==> config.mk <==
export PLATFORM = sky130hd
export DESIGN_NAME = cra_adapter
export DESIGN_NICKNAME = d
export VERILOG_FILES = /design/src/logic/cra_pkg.sv /design/src/logic/cra_pin_sync.sv /design/src/logic/cra_adapter.sv
export VERILOG_INCLUDE_DIRS = /design/src /design/src/logic
export SDC_FILE = /design/constraint.sdc
export NUM_CORES = 1
export LEC_CHECK = 0
export BUFFER_PORTS_ARGS = -buffer_cell sky130_fd_sc_hd__buf_4
export CORE_UTILIZATION = 50
export DETAILED_ROUTE_END_ITERATION = 16
export HOLD_SLACK_MARGIN = 0.06
export PLACE_DENSITY = 0.7
export SYNTH_ARGS = -nofsm -noshare
export SYNTH_HDL_FRONTEND = slang
export SYNTH_SLANG_ARGS = --single-unit
export TNS_END_PERCENT = 5
==> constraint.sdc <==
create_clock -name core_clk_i -period 8.3 [get_ports core_clk_i]
set_clock_uncertainty 0.1 [all_clocks]
set_input_delay 0.83 -clock core_clk_i [delete_from_list [all_inputs] [get_ports core_clk_i]]
set_output_delay 0.83 -clock core_clk_i [all_outputs]
set_load 0.05 [all_outputs]
==> src/logic/cra_map.svh <==
// clock rate adapter: register offsets, field positions, reset values
// and timing counts, shared by the package user and the design files
`ifndef CRA_MAP_SVH
`define CRA_MAP_SVH

// ----------------------------------------------------------------------
// register map (byte addresses)
// ----------------------------------------------------------------------
`define CRA_REG_CTRL 4'h0
`define CRA_REG_SEL 4'h4
`define CRA_REG_STAT 4'h8

// control register bits
`define CRA_CTRL_EN 0
`define CRA_CTRL_DJ_EN 1
`define CRA_CTRL_FREE 2
`define CRA_CTRL_PIN_OE 3
`define CRA_CTRL_SB_OE 4
`define CRA_CTRL_E1 5
`define CRA_CTRL_RESET 6'h00

// selection register fields
`define CRA_SEL_OSEL_LSB 0
`define CRA_SEL_SRC_LSB 4
`define CRA_SEL_XSEL_LSB 8
`define CRA_SEL_RESET 14'h0000

// status register bits
`define CRA_STAT_LOCK 0
`define CRA_STAT_PWR 1
`define CRA_STAT_FREE 2

// ----------------------------------------------------------------------
// frequencies and counts
// ----------------------------------------------------------------------
`define CRA_REF_KHZ 32'd10000
`define CRA_T1_KHZ 32'd1544
`define CRA_E1_KHZ 32'd2048
`define CRA_EXT_BASE_KHZ 32'd8
`define CRA_OUT_COUNT 14
`define CRA_EXT_COUNT 6'd44
`define CRA_OUT_KHZ '{32'd8, 32'd16, 32'd32, 32'd56, 32'd64, 32'd128, \
  32'd256, 32'd512, 32'd1024, 32'd1536, 32'd1544, 32'd2048, 32'd3088, \
  32'd4096}
`define CRA_PWRUP_REF_CYCLES 12'd3000
`define CRA_LOCK_TOL 24'sd32768
`define CRA_LOCK_HOLD 16'h0400
`define CRA_PERR_MAX 24'sh3f_ffff

`endif

==> src/logic/cra_pkg.sv <==
// clock rate adapter types: loop states and the register state record
// assumes cra_map.svh is not needed here; only types live in this file
`default_nettype none

package cra_pkg;

  // ----------------------------------------------------------------------
  // loop state, one-hot
  // ----------------------------------------------------------------------
  typedef enum logic [2:0] {
    CRA_FREE = 3'b001,
    CRA_ACQ = 3'b010,
    CRA_LOCK = 3'b100
  } cra_loop_t;

  // ----------------------------------------------------------------------
  // whole state of the adapter core
  // ----------------------------------------------------------------------
  typedef struct packed {
    logic en;                   // adapter enable
    logic dj_en;                // dejitter enable
    logic free_run;             // oscillator free run
    logic pin_oe;               // pin output enable
    logic sb_oe;                // system bus output enable
    logic e1;                   // line rate is e1
    logic [3:0] osel;           // output frequency select
    logic [1:0] src;            // reference source
    logic [5:0] xsel;           // external reference frequency index
    logic [3:0] osel_prev;
    logic [1:0] src_prev;
    logic [5:0] xsel_prev;
    cra_loop_t loop;
    logic [31:0] acc;           // output oscillator phase
    logic [31:0] dj_acc;        // dejitter oscillator phase
    logic signed [23:0] perr;   // phase error in khz-cycles
    logic [15:0] hold;          // lock qualification count
    logic [11:0] pwr_cnt;       // reference edges since reset
    logic pwr_done;
    logic clk_out;
    logic dj_clk;
    logic ack;
    logic [31:0] rdata;
    logic [3:0] lvl_prev;       // previous synchronised levels
  } cra_state_t;

  typedef struct packed {
    logic [3:0] s1;
    logic [3:0] s2;
    logic [3:0] s3;
    logic [3:0] lvl;
  } cra_sync_t;

endpackage
`default_nettype wire

==> src/logic/cra_pin_sync.sv <==
// three-stage pin synchroniser with agreement filter, one per bit
// assumes inputs are asynchronous to core_clk_i
`timescale 1ns/1ps
`default_nettype none

module cra_pin_sync
  import cra_pkg::*;
#(
  parameter int W = 4
) (
  // clock and reset
  input wire logic core_clk_i,
  input wire logic reset_i,
  // pins and clean levels
  input wire logic [W-1:0] pin_i,
  output logic [W-1:0] level_o
);

  // the state record is four bits wide per stage
  if (W < 1 || W > 4) begin : g_bad_w
    $error("cra_pin_sync: W must be 1 to 4");
  end

  cra_sync_t st;
  cra_sync_t next_st;

  // ----------------------------------------------------------------------
  // next state: shift in, accept a change once stages two and three agree
  // ----------------------------------------------------------------------
  always_comb begin
    next_st = st;
    next_st.s1 = '0;
    next_st.s1[W-1:0] = pin_i;
    next_st.s2 = st.s1;         // stage one feeds stage two only
    next_st.s3 = st.s2;
    for (int i = 0; i < W; i++) begin
      if (st.s2[i] == st.s3[i]) begin
        next_st.lvl[i] = st.s3[i];
      end
    end
  end

  // ----------------------------------------------------------------------
  // state register
  // ----------------------------------------------------------------------
  always_ff @(posedge core_clk_i) begin
    if (reset_i) begin
      st <= '0;
    end else begin
      st <= next_st;
    end
  end

  assign level_o = st.lvl[W-1:0];

endmodule
`default_nettype wire

==> src/logic/cra_adapter.sv <==
// clock rate adapter core: oscillator, phase loop, power-up hold and
// avalon-mm register slave
// assumes osc_ref_clk_i toggles at 10 MHz and stays below half of
// core_clk_i; the link clocks are sampled as ordinary pins
//
// Decided for this implementation: the Avalon-MM interface to the registers and the placing of the registers.
`timescale 1ns/1ps
`default_nettype none
`include "cra_map.svh"

module cra_adapter
  import cra_pkg::*;
#(
  parameter bit HAS_CLK_OUT = 1'b1,  // variant with synthesized output
  parameter int KP = 4                 // loop gain as a right shift
) (
  // clock and reset
  input wire logic core_clk_i,
  input wire logic reset_i,
  // timing pins
  input wire logic osc_ref_clk_i,
  input wire logic rx_line_clk_i,
  input wire logic tx_clk_i,
  input wire logic adapter_ref_in_i,
  // synthesized clocks
  output logic adapter_clk_out_o,
  output logic adapter_clk_out_oe_n_o,
  output logic dejitter_clk_o,
  // output enables for the rest of the chip
  output logic pin_oe_n_o,
  output logic sysbus_oe_n_o,
  // avalon-mm slave
  input wire logic [3:0] avs_address,
  input wire logic avs_read,
  input wire logic avs_write,
  input wire logic [31:0] avs_writedata,
  input wire logic [3:0] avs_byteenable,
  output logic [31:0] avs_readdata,
  output logic avs_waitrequest
);

  if (KP < 1 || KP > 16) begin : g_bad_kp
    $error("cra_adapter: KP must be 1 to 16");
  end

  typedef logic [31:0] cra_tab_t [`CRA_OUT_COUNT];

  // ----------------------------------------------------------------------
  // increments per reference edge, fixed at elaboration
  // ----------------------------------------------------------------------
  function automatic logic [31:0] inc_of(input logic [31:0] khz);
    logic [63:0] wide;
    wide = {khz, 32'h0000_0000} / {32'h0000_0000, `CRA_REF_KHZ};
    return wide[31:0];
  endfunction

  function automatic cra_tab_t inc_table();
    cra_tab_t khz;
    cra_tab_t t;
    khz = `CRA_OUT_KHZ;
    for (int i = 0; i < `CRA_OUT_COUNT; i++) begin
      t[i] = inc_of(khz[i]);
    end
    return t;
  endfunction

  localparam cra_tab_t OUT_KHZ = `CRA_OUT_KHZ;
  localparam cra_tab_t OUT_INC = inc_table();
  localparam logic [31:0] T1_INC = inc_of(`CRA_T1_KHZ);
  localparam logic [31:0] E1_INC = inc_of(`CRA_E1_KHZ);

  // ----------------------------------------------------------------------
  // pin synchronisers
  // ----------------------------------------------------------------------
  logic [3:0] lvl;              // ref, rx, tx, external

  cra_pin_sync #(
    .W(4)
  ) u_sync (
    .core_clk_i(core_clk_i),
    .reset_i(reset_i),
    .pin_i({adapter_ref_in_i, tx_clk_i, rx_line_clk_i, osc_ref_clk_i}),
    .level_o(lvl)
  );

  cra_state_t st;
  cra_state_t next_st;

  // combinational helpers
  logic [3:0] rise;             // rising edges of the clean levels
  logic ref_edge;               // edge of the selected reference
  logic [31:0] ref_khz;         // frequency of the selected reference
  logic [31:0] out_khz;
  logic [31:0] ext_base;
  logic [31:0] inc;
  logic [32:0] acc_sum;
  logic [32:0] dj_sum;
  logic locking;
  logic changed;
  logic signed [25:0] err_sum;
  logic [31:0] corr;
  logic hit;
  logic [3:0] be_osel;

  // ----------------------------------------------------------------------
  // next state
  // ----------------------------------------------------------------------
  always_comb begin
    next_st = st;
    rise = lvl & ~st.lvl_prev;
    next_st.lvl_prev = lvl;
    out_khz = OUT_KHZ[st.osel];

    // external reference: 8 kHz times a power of two times 1, 5/4, 3/2, 2
    ext_base = `CRA_EXT_BASE_KHZ << st.xsel[5:2];
    unique case (st.xsel[1:0])
      2'd0: ref_khz = ext_base;
      2'd1: ref_khz = ext_base + (ext_base >> 2);
      2'd2: ref_khz = ext_base + (ext_base >> 1);
      default: ref_khz = ext_base << 1;
    endcase

    // reference source: 0 none, 1 receive line, 2 transmit, 3 external
    unique case (st.src)
      2'd1: begin
        ref_edge = rise[1];
        ref_khz = st.e1 ? `CRA_E1_KHZ : `CRA_T1_KHZ;
      end
      2'd2: begin
        ref_edge = rise[2];
        ref_khz = st.e1 ? `CRA_E1_KHZ : `CRA_T1_KHZ;
      end
      2'd3: ref_edge = rise[3];
      default: ref_edge = 1'b0;
    endcase

    // closed loop only with both enables and no free run
    locking = st.en && st.dj_en && !st.free_run && (st.src != 2'd0);
    changed = (st.osel != st.osel_prev) || (st.src != st.src_prev) ||
              (st.xsel != st.xsel_prev);
    next_st.osel_prev = st.osel;
    next_st.src_prev = st.src;
    next_st.xsel_prev = st.xsel;

    // proportional trim on phase error; zero when free running
    corr = locking ? 32'(st.perr >>> KP) : 32'h0000_0000;
    inc = OUT_INC[st.osel] + corr;

    // oscillators advance only on reference clock edges
    acc_sum = {1'b0, st.acc} + {1'b0, inc};
    dj_sum = {1'b0, st.dj_acc} + {1'b0, (st.e1 ? E1_INC : T1_INC) + corr};
    if (rise[0]) begin
      next_st.acc = acc_sum[31:0];
      next_st.dj_acc = dj_sum[31:0];
    end

    // phase error: gains output rate per reference edge, loses reference
    // rate per output cycle, so it settles when the ratio is right
    err_sum = 26'(st.perr) + (ref_edge ? 26'(out_khz) : 26'sd0) -
              ((rise[0] && acc_sum[32]) ? 26'(ref_khz) : 26'sd0);
    if (err_sum > 26'(`CRA_PERR_MAX)) begin
      next_st.perr = `CRA_PERR_MAX;
    end else if (err_sum < -26'(`CRA_PERR_MAX)) begin
      next_st.perr = -`CRA_PERR_MAX;
    end else begin
      next_st.perr = err_sum[23:0];
    end
    hit = (st.perr < `CRA_LOCK_TOL) && (st.perr > -`CRA_LOCK_TOL);

    // loop state machine
    unique case (st.loop)
      CRA_FREE: begin
        next_st.perr = '0;
        next_st.hold = '0;
        if (locking) begin
          next_st.loop = CRA_ACQ;
        end
      end
      CRA_ACQ: begin
        next_st.hold = hit ? st.hold + 16'h0001 : 16'h0000;
        if (st.hold == `CRA_LOCK_HOLD) begin
          next_st.loop = CRA_LOCK;
        end
      end
      CRA_LOCK: begin
        // a large excursion means the reference moved; start over
        if (!hit) begin
          next_st.loop = CRA_ACQ;
          next_st.hold = '0;
        end
      end
    endcase
    if (!locking) begin
      next_st.loop = CRA_FREE;
    end else if (changed) begin
      next_st.loop = CRA_ACQ;
      next_st.perr = '0;
      next_st.hold = '0;
    end

    // power-up: pins stay released until enough reference edges passed
    if (rise[0] && !st.pwr_done) begin
      next_st.pwr_cnt = st.pwr_cnt + 12'h001;
      if (st.pwr_cnt == `CRA_PWRUP_REF_CYCLES - 12'h001) begin
        next_st.pwr_done = 1'b1;
      end
    end

    // registered clock outputs; the reduced variant drives low
    next_st.clk_out = HAS_CLK_OUT && st.en && st.acc[31];
    next_st.dj_clk = st.dj_en && st.dj_acc[31];

    // bus slave: answer one cycle after the request is seen
    next_st.ack = (avs_read || avs_write) && !st.ack;
    next_st.rdata = '0;
    if (avs_read && !st.ack) begin
      unique case (avs_address)
        `CRA_REG_CTRL: begin
          next_st.rdata[`CRA_CTRL_EN] = st.en;
          next_st.rdata[`CRA_CTRL_DJ_EN] = st.dj_en;
          next_st.rdata[`CRA_CTRL_FREE] = st.free_run;
          next_st.rdata[`CRA_CTRL_PIN_OE] = st.pin_oe;
          next_st.rdata[`CRA_CTRL_SB_OE] = st.sb_oe;
          next_st.rdata[`CRA_CTRL_E1] = st.e1;
        end
        `CRA_REG_SEL: begin
          next_st.rdata[`CRA_SEL_OSEL_LSB +: 4] = st.osel;
          next_st.rdata[`CRA_SEL_SRC_LSB +: 2] = st.src;
          next_st.rdata[`CRA_SEL_XSEL_LSB +: 6] = st.xsel;
        end
        `CRA_REG_STAT: begin
          next_st.rdata[`CRA_STAT_LOCK] = (st.loop == CRA_LOCK);
          next_st.rdata[`CRA_STAT_PWR] = st.pwr_done;
          next_st.rdata[`CRA_STAT_FREE] = (st.loop == CRA_FREE);
        end
        default: next_st.rdata = '0;  // unmapped reads return zero
      endcase
    end
    be_osel = avs_writedata[`CRA_SEL_OSEL_LSB +: 4];
    if (avs_write && st.ack) begin
      if (avs_address == `CRA_REG_CTRL && avs_byteenable[0]) begin
        next_st.en = avs_writedata[`CRA_CTRL_EN];
        next_st.dj_en = avs_writedata[`CRA_CTRL_DJ_EN];
        next_st.free_run = avs_writedata[`CRA_CTRL_FREE];
        next_st.pin_oe = avs_writedata[`CRA_CTRL_PIN_OE];
        next_st.sb_oe = avs_writedata[`CRA_CTRL_SB_OE];
        next_st.e1 = avs_writedata[`CRA_CTRL_E1];
      end
      if (avs_address == `CRA_REG_SEL && avs_byteenable[0]) begin
        // out-of-range codes are ignored, the old choice stays
        if (be_osel < 4'(`CRA_OUT_COUNT)) begin
          next_st.osel = be_osel;
        end
        next_st.src = avs_writedata[`CRA_SEL_SRC_LSB +: 2];
      end
      if (avs_address == `CRA_REG_SEL && avs_byteenable[1] &&
          avs_writedata[`CRA_SEL_XSEL_LSB +: 6] < `CRA_EXT_COUNT) begin
        next_st.xsel = avs_writedata[`CRA_SEL_XSEL_LSB +: 6];
      end
    end
  end

  // ----------------------------------------------------------------------
  // state register
  // ----------------------------------------------------------------------
  always_ff @(posedge core_clk_i) begin
    if (reset_i) begin
      st <= '0;
      st.loop <= CRA_FREE;
    end else begin
      st <= next_st;
    end
  end

  // ----------------------------------------------------------------------
  // outputs
  // ----------------------------------------------------------------------
  // pins float from reset until power-up count and enable both allow
  assign adapter_clk_out_o = st.clk_out;
  assign adapter_clk_out_oe_n_o = !(st.pwr_done && st.pin_oe);
  assign dejitter_clk_o = st.dj_clk;
  assign pin_oe_n_o = !(st.pwr_done && st.pin_oe);
  assign sysbus_oe_n_o = !(st.pwr_done && st.sb_oe);
  assign avs_readdata = st.rdata;
  assign avs_waitrequest = (avs_read || avs_write) && !st.ack;

endmodule
`default_nettype wire

Word-level counts from Yosys, hierarchy flattened
Memory sizes are Yosys's and may differ from the RTL's.
Index checks and enable logic that the tools add are counted.
- input bits: 48
- latch bits: 0
- memory bits (writable): 0
- memories: 2
- bits in registers: 205
- output and inout port bits: 38
- logic and storage cells: 149
- ROM bits: 1024
- divide/modulo/power cells: 0
- $lt $le $gt $ge: 7
- reduce and logical (&&, ||, !) cells: 40
- shifts and indexed selects: 1
- equality and inequality tests: 23
- bitwise logic cells: 6
- $add $sub $neg: 10
- $mul: 0
- mux-type cells: 26
- memories (name ; depth ; bits a word ; read ports ; clocked after Yosys merged registers in ; write ports ; RTL line ; RTL):
    (no name shown) ; 16 ; 32 ; 1 ; 0 ; 0 ; cra_adapter.sv:147 ; inc = OUT_INC[st.osel] + corr;
    (no name shown) ; 16 ; 32 ; 1 ; 0 ; 0 ; cra_adapter.sv:112 ; out_khz = OUT_KHZ[st.osel];
- operators with widths (cell ; count):
    $mux W26 ; 5
    $mux W32 ; 3
    $mux W40 ; 2
    $add A26 B26 Y26 ; 3
    $pmux W26 S3 ; 1
    $mux W24 ; 3
    $add A32 B32 Y32 ; 2
    $pmux W16 S3 ; 1
    $add A32 B32 Y33 ; 1
    $add A30 B32 Y32 ; 1
    $mux W16 ; 2
    $mux W29 ; 1
    $shl A4 B4 Y28 const A ; 1
    $gt A26 B23 Y1 const B ; 1
    $lt A26 B23 Y1 const B ; 1
    $sub A26 B26 Y26 ; 1
    $gt A24 B16 Y1 const B ; 1
    $lt A24 B17 Y1 const B ; 1
    $pmux W3 S3 ; 2
    $logic_and A1 B1 Y1 ; 17
    $add A16 B1 Y16 const B ; 1
    $eq A16 B11 Y1 const B ; 1
    $add A12 B1 Y12 const B ; 1
    $eq A12 B12 Y1 const B ; 1
    34 further kinds ; 59

Longest topological paths before layout
- word-level depth: 15
- gate-level depth with buffers: 43
- gate-level depth less buffers: 38

By module
From an unflattened synthesis, not the netlist that was laid out.
- cells, all modules: 2102
- area, all modules: 16465.8 µm²
- modules (own cells, without submodules) (module ; instances ; cells each ; seq. area each (µm²) ; area each (µm²)):
    cra_adapter ; 1 ; 2057 ; 3383.2 ; 15949.0
    cra_pin_sync ; 1 ; 45 ; 320.3 ; 516.7

Worst setup path before layout
Ideal clock, no wire load.
- path kind: flip-flop to flip-flop
- start: reg st, in the netlist next_st[167]
- end: reg st[78] (netlist name)
- stages on the path, launching flop included: 40
- path buffers: 3
- setup time: 0.137 ns
- path slack: -0.414 ns
- arrival: 8.477 ns
- period minus slack after synthesis: 8.714 ns
- data required time: 8.063 ns
- cell sequence: dfxtp_1 -> clkbuf_1 -> inv_1 -> ha_1 -> nor2b_1 -> o21ai_0 -> nand2_1 -> ha_1 -> a211oi_1 -> nor4b_1 -> mux2i_1 -> a311oi_1 -> o31ai_1 -> nand2b_1 -> a21o_1 -> a21oi_1 -> xnor2_1 -> ha_1 -> (+4 left out) -> o21ai_0 -> a21oi_1 -> nor2_1 -> a211o_1 -> clkbuf_1 -> a211oi_1 -> fa_1 -> inv_1 -> ha_1 -> o21ai_0 -> nor2b_1 -> o31ai_2 -> or3_1 -> a2111oi_0 -> o2111ai_1 -> o211ai_2 -> buf_6 -> o221ai_2
- cells in the longest elaborated chain, start to end: 15
- elaborated cells on any way between the ends: 24
- classes of those cells: add/sub (4); order compare (2); eq/ne (1); mux (11); bitwise (1); reduce/logical (3); memory (2)
- ends and longest elaborated chain (what ; RTL line ; RTL):
    start: declaration ; cra_adapter.sv:86 ; cra_state_t st;
    start signal: assignment ; cra_adapter.sv:271 ; st <= next_st;
    $not A4 Y5 (implied by the code) ; cra_adapter.sv:112, cra_adapter.sv:147 ;
    $mem_v2 Z16 W32 ; n/a ;
    $mux W32 (implied by the code) (2 in a row) ; cra_adapter.sv:147 ;
    $add A32 B32 Y32 ; cra_adapter.sv:147 ;
    $add A32 B32 Y33 ; cra_adapter.sv:150 ; acc_sum = {1'b0, st.acc} + {1'b0, inc};
    $logic_and A1 B1 Y1 ; cra_adapter.sv:160 ; ((rise[0] && acc_sum[32]) ? 26'(ref_khz) : 26'sd0);
    $mux W26 ; cra_adapter.sv:160 ;
    $sub A26 B26 Y26 ; cra_adapter.sv:159 ; err_sum = 26'(st.perr) + (ref_edge ? 26'(out_khz) : 26'sd0) -
    $lt A26 B23 Y1 ; cra_adapter.sv:163 ; end else if (err_sum < -26'(`CRA_PERR_MAX)) begin
    $mux W24 ; cra_adapter.sv:163 ;
    $mux W24 ; cra_adapter.sv:161 ; if (err_sum > 26'(`CRA_PERR_MAX)) begin
    $mux W24 ; cra_adapter.sv:171 ; unique case (st.loop)
    $mux W40 ; cra_adapter.sv:195 ; end else if (changed) begin
    $mux W40 * ; cra_adapter.sv:193 ; if (!locking) begin
Mark *: on every way between the ends. The rest lies on a longest branch, timed or not. The select of a mux whose other input is x is not followed.
A chain may end at the register's enable or synchronous reset.

Worst setup path in the final report
- start: reg st, in the netlist next_st[166]
- end: reg st[78] (netlist name)
- cells in the longest elaborated chain, start to end: 14
- elaborated cells on any way between the ends: 26
- classes of those cells: add/sub (4); order compare (2); eq/ne (4); mux (10); reduce/logical (6)
- ends and longest elaborated chain (what ; RTL line ; RTL):
    $reduce_bool A2 Y1 ; cra_adapter.sv:138 ; locking = st.en && st.dj_en && !st.free_run && (st.src != 2'd0);
    $logic_and A1 B1 Y1 ; cra_adapter.sv:138 ;
    $mux W32 ; cra_adapter.sv:146 ; corr = locking ? 32'(st.perr >>> KP) : 32'h0000_0000;
    $add A32 B32 Y32 ; cra_adapter.sv:147 ;
    $add A32 B32 Y33 ; cra_adapter.sv:150 ;
    $logic_and A1 B1 Y1 ; cra_adapter.sv:160 ;
    $mux W26 ; cra_adapter.sv:160 ;
    $sub A26 B26 Y26 ; cra_adapter.sv:159 ;
    $lt A26 B23 Y1 ; cra_adapter.sv:163 ;
    $mux W24 ; cra_adapter.sv:163 ;
    $mux W24 ; cra_adapter.sv:161 ;
    $mux W24 ; cra_adapter.sv:171 ;
    $mux W40 ; cra_adapter.sv:195 ;
    $mux W40 * ; cra_adapter.sv:193 ;
Mark *: on every way between the ends. The rest lies on a longest branch, timed or not.

==> results.json <==
{
  "die_y_um": 184,
  "yosysWarnings": 0,
  "grt_pass1_wl_um": 78100,
  "cp.arrival_ns": 8.56,
  "htree_levels": 4,
  "grt_util_met2_pct": 49.4,
  "pwr-share-clk_pct": 46.9,
  "worst_slack_ns": -0.0193,
  "cp-start-kind": "register",
  "grt_most_used_layer": "met2",
  "syn_to_final_growth_pct": 27.4,
  "track_usage_pct": 28.5,
  "final_cell_mix": "buf_4, nand2_1, a21oi_1",
  "met1_usage_pct": 36.4,
  "place_hpwl_um": 36900,
  "mostFrequentLayoutCell": "buf_4",
  "internal_power_uw": 1330,
  "worst_pin_slew_ns": 1.06,
  "clk_path_buf_depth": 2,
  "setup_viol": 1,
  "wl_per_cell_um": 16.8,
  "crit_end": "st[78]",
  "syn_area_sq_um": 16600,
  "timing.rr.end": "st[78]",
  "seq_area_frac_synth_pct": 22.3,
  "crit_path_end_kind": "register",
  "ys_ff_latch": 185,
  "synth_flop_cell": "dfxtp_1",
  "regToRegSetupSlack_ns": -0.02,
  "syn_avg_cell_area_sq_um": 7.66,
  "ff2ff_path_depth": 42,
  "dr_total_vias": 16900,
  "cts_tree": "built",
  "grt-ovfl-total": 0,
  "slowest_delay_ns": 0.57,
  "drive_above_1_share_pct": 23.5,
  "fin_util_pct": 65.0,
  "viasPerCell": 5.72,
  "clock_sinks": 185,
  "synth_edf_count": 0,
  "async_flop_share_pct": 0,
  "hp-class": "register to register",
  "combPwrFrac_pct": 4.5,
  "worstPathRequired_ns": 8.54,
  "postCtsHoldBufs": 0,
  "cts_buffers": 17,
  "cp_common_cell": "a21oi_2",
  "core.rowCount": 66,
  "finalWeightedCongestion": 0.925,
  "reg2reg_from": "next_st[166]",
  "coreArea_sq_um": 32600,
  "clk_pin_slew_ns": 0.09,
  "ir_worst_vdd_v": 0.000121,
  "diodes": 0,
  "final_antenna_net_count": 0,
  "io_pins": 86,
  "path_max_fanout": 6,
  "drtIter0Drc": 1200,
  "grt_antenna_before_repair": 0,
  "drc": 0,
  "p_sw_uw": 505,
  "drt-pass1-iter-count": 7,
  "clockRootBuffer": "clkbuf_16",
  "swShare_pct": 27.5,
  "dieArea_sq_um": 34000,
  "fillCellCount": 2807,
  "critical_path_class": "register to register",
  "finalHoldViolCount": 0,
  "clk-insertion-delay-late_ns": 0.46,
  "outcome": "finished with violations",
  "critPathSlowestCell": "fa_1",
  "rsz0062_at_grt": "true",
  "pwr_density_cell_nw_per_um2": 86.5,
  "grt_use_met3_pct": 3.06,
  "seqCellArea_sq_um": 3710,
  "port_buffers": 43,
  "fmax_mhz": 120,
  "wl_um": 49400,
  "crit_path_start": "next_st[166]",
  "synthCells": 2172,
  "grt_pass1_vias": 15900,
  "final.period_utilization_pct": 100,
  "layout.nets": 2751,
  "final_max_slew_viol_count": 0,
  "die_x_um": 184,
  "multiInputGateArea_sq_um": 12700,
  "slew_headroom_pct": 29.1,
  "pwr-share-seq_pct": 48.7,
  "violations": "setup timing",
  "p_leak_uw": 0.00967,
  "ys_types": 84,
  "post-route-min-period_ns": 8.32,
  "initial_utilization_pct": 51.0,
  "hold_ws_ns": 0.351,
  "drv_cap": 0,
  "grt_start_max_net_pins": 76
}
worst max-delay path, delay by kind of cell (launching register included):
| family | cells | cell delay [ns] |
|---|---|---|
| buffers and inverters | 9 | 1.12 |
| and+or+nand+nor | 7 | 1.36 |
| AOI/OAI and AO/OA | 19 | 3.37 |
| adders and majority gates | 6 | 1.75 |
| DFF | 1 | 0.33 |
| xor gates and xnor gates | 1 | 0.15 |
cells in the mapped netlist (27+ instances only):
cell,instances,share of area [%]
nand2_1,235,5.3
a21oi_1,206,6.2
dfxtp_1,185,22
ha_1,182,14
nor2_1,175,3.9
inv_1,146,3.3
o21ai_0,121,3.6
xnor2_1,67,3.5
clkbuf_1,62,1.4
nand3_1,60,1.8
nor2b_1,53,2.0
xor2_1,51,2.7
a21o_1,50,2.3
nor3_1,40,1.2
buf_4,33,1.5
fa_1,30,3.6
and2_1,28,1.1
mux2i_1,27,1.6
registers in the layout, summed over array words and instances (netlist names):
register           count
u_sync.st              4
avs_readdata          12
next_st               12
adapter_clk_out_o      1
u_sync.level_o         4
dejitter_clk_o         1
st                   143
u_sync.next_st         8
worst min path at each step:
stage	from	endpoint	slack [ns]	cells after the start
final	st[99]	st[99]	0.35	2
after global routing	u_sync.next_st[10]	u_sync.next_st[6]	0.36	1
after CTS	st[110]	st[110]	0.35	2
after detailed placement	u_sync.next_st[10]	u_sync.next_st[6]	0.33	1
after global placement	u_sync.next_st[11]	u_sync.next_st[7]	0.32	1
after floorplan	u_sync.next_st[8]	u_sync.next_st[4]	0.31	1
per-layer routing:
| metal | vias up | part of all wire, % |
|---|---|---|
| met5 | - | 0 |
| met3 | 103 | 4.4 |
| met4 | 0 | 3.1 |
| li1 | 8288 | - |
| met2 | 447 | 49 |
| met1 | 8013 | 44 |
repair_timing:
action	in CTS	in global routing
gates cloned	0	1
setup buffers	9	14
setup endpoints to repair	24	24
pin swaps	16	68
gates resized for setup	40	144
logic make-up after synthesis:
group / share of synthesized area (%)
AO/OA/AOI/OAI: 23.4
XOR/XNOR: 6.21
adder cells (fa/ha/maj): 17.3
buffers and inverters: 6.70
flip-flops: 22.3
multiplexers: 2.03
other: 0.0225
AND/OR/NAND/NOR: 22.1
final cells by class:
type / instances / share of cell area, %
clock buffers: 17 / 2.01
clock inverters: 15 / 0.933
inverters: 148 / 2.62
multi-input cells: 1746 / 60.0
flip-flops and latches: 185 / 17.5
well taps: 442 / 2.61
repair buffers: 393 / 14.3
metrics by stage:
step,instances,power (uW),instance area (sq um),TNS [ns],setup WS [ns]
after floorplan,2191,973,16700,0,0.0116
after global placement,2891,991,19500,-11.63,-0.571
after detailed placement,2891,993,19500,-15.15,-0.740
after CTS,2932,1840,20400,-1.60,-0.143
after global routing,2946,1890,21200,-6.82,-0.364
final,2946,1830,21200,-0.0193,-0.0193
power groups by stage:
stage | logic (uW) | registers, uW | clock network (uW)
global placement | 78.2 | 913 | 0
global route | 87.2 | 893 | 907
CTS | 79.9 | 892 | 869
detailed placement | 79.3 | 913 | 0
finish | 81.6 | 892 | 859
floorplan | 59.9 | 913 | 0
(Power assumes the default switching activity.)
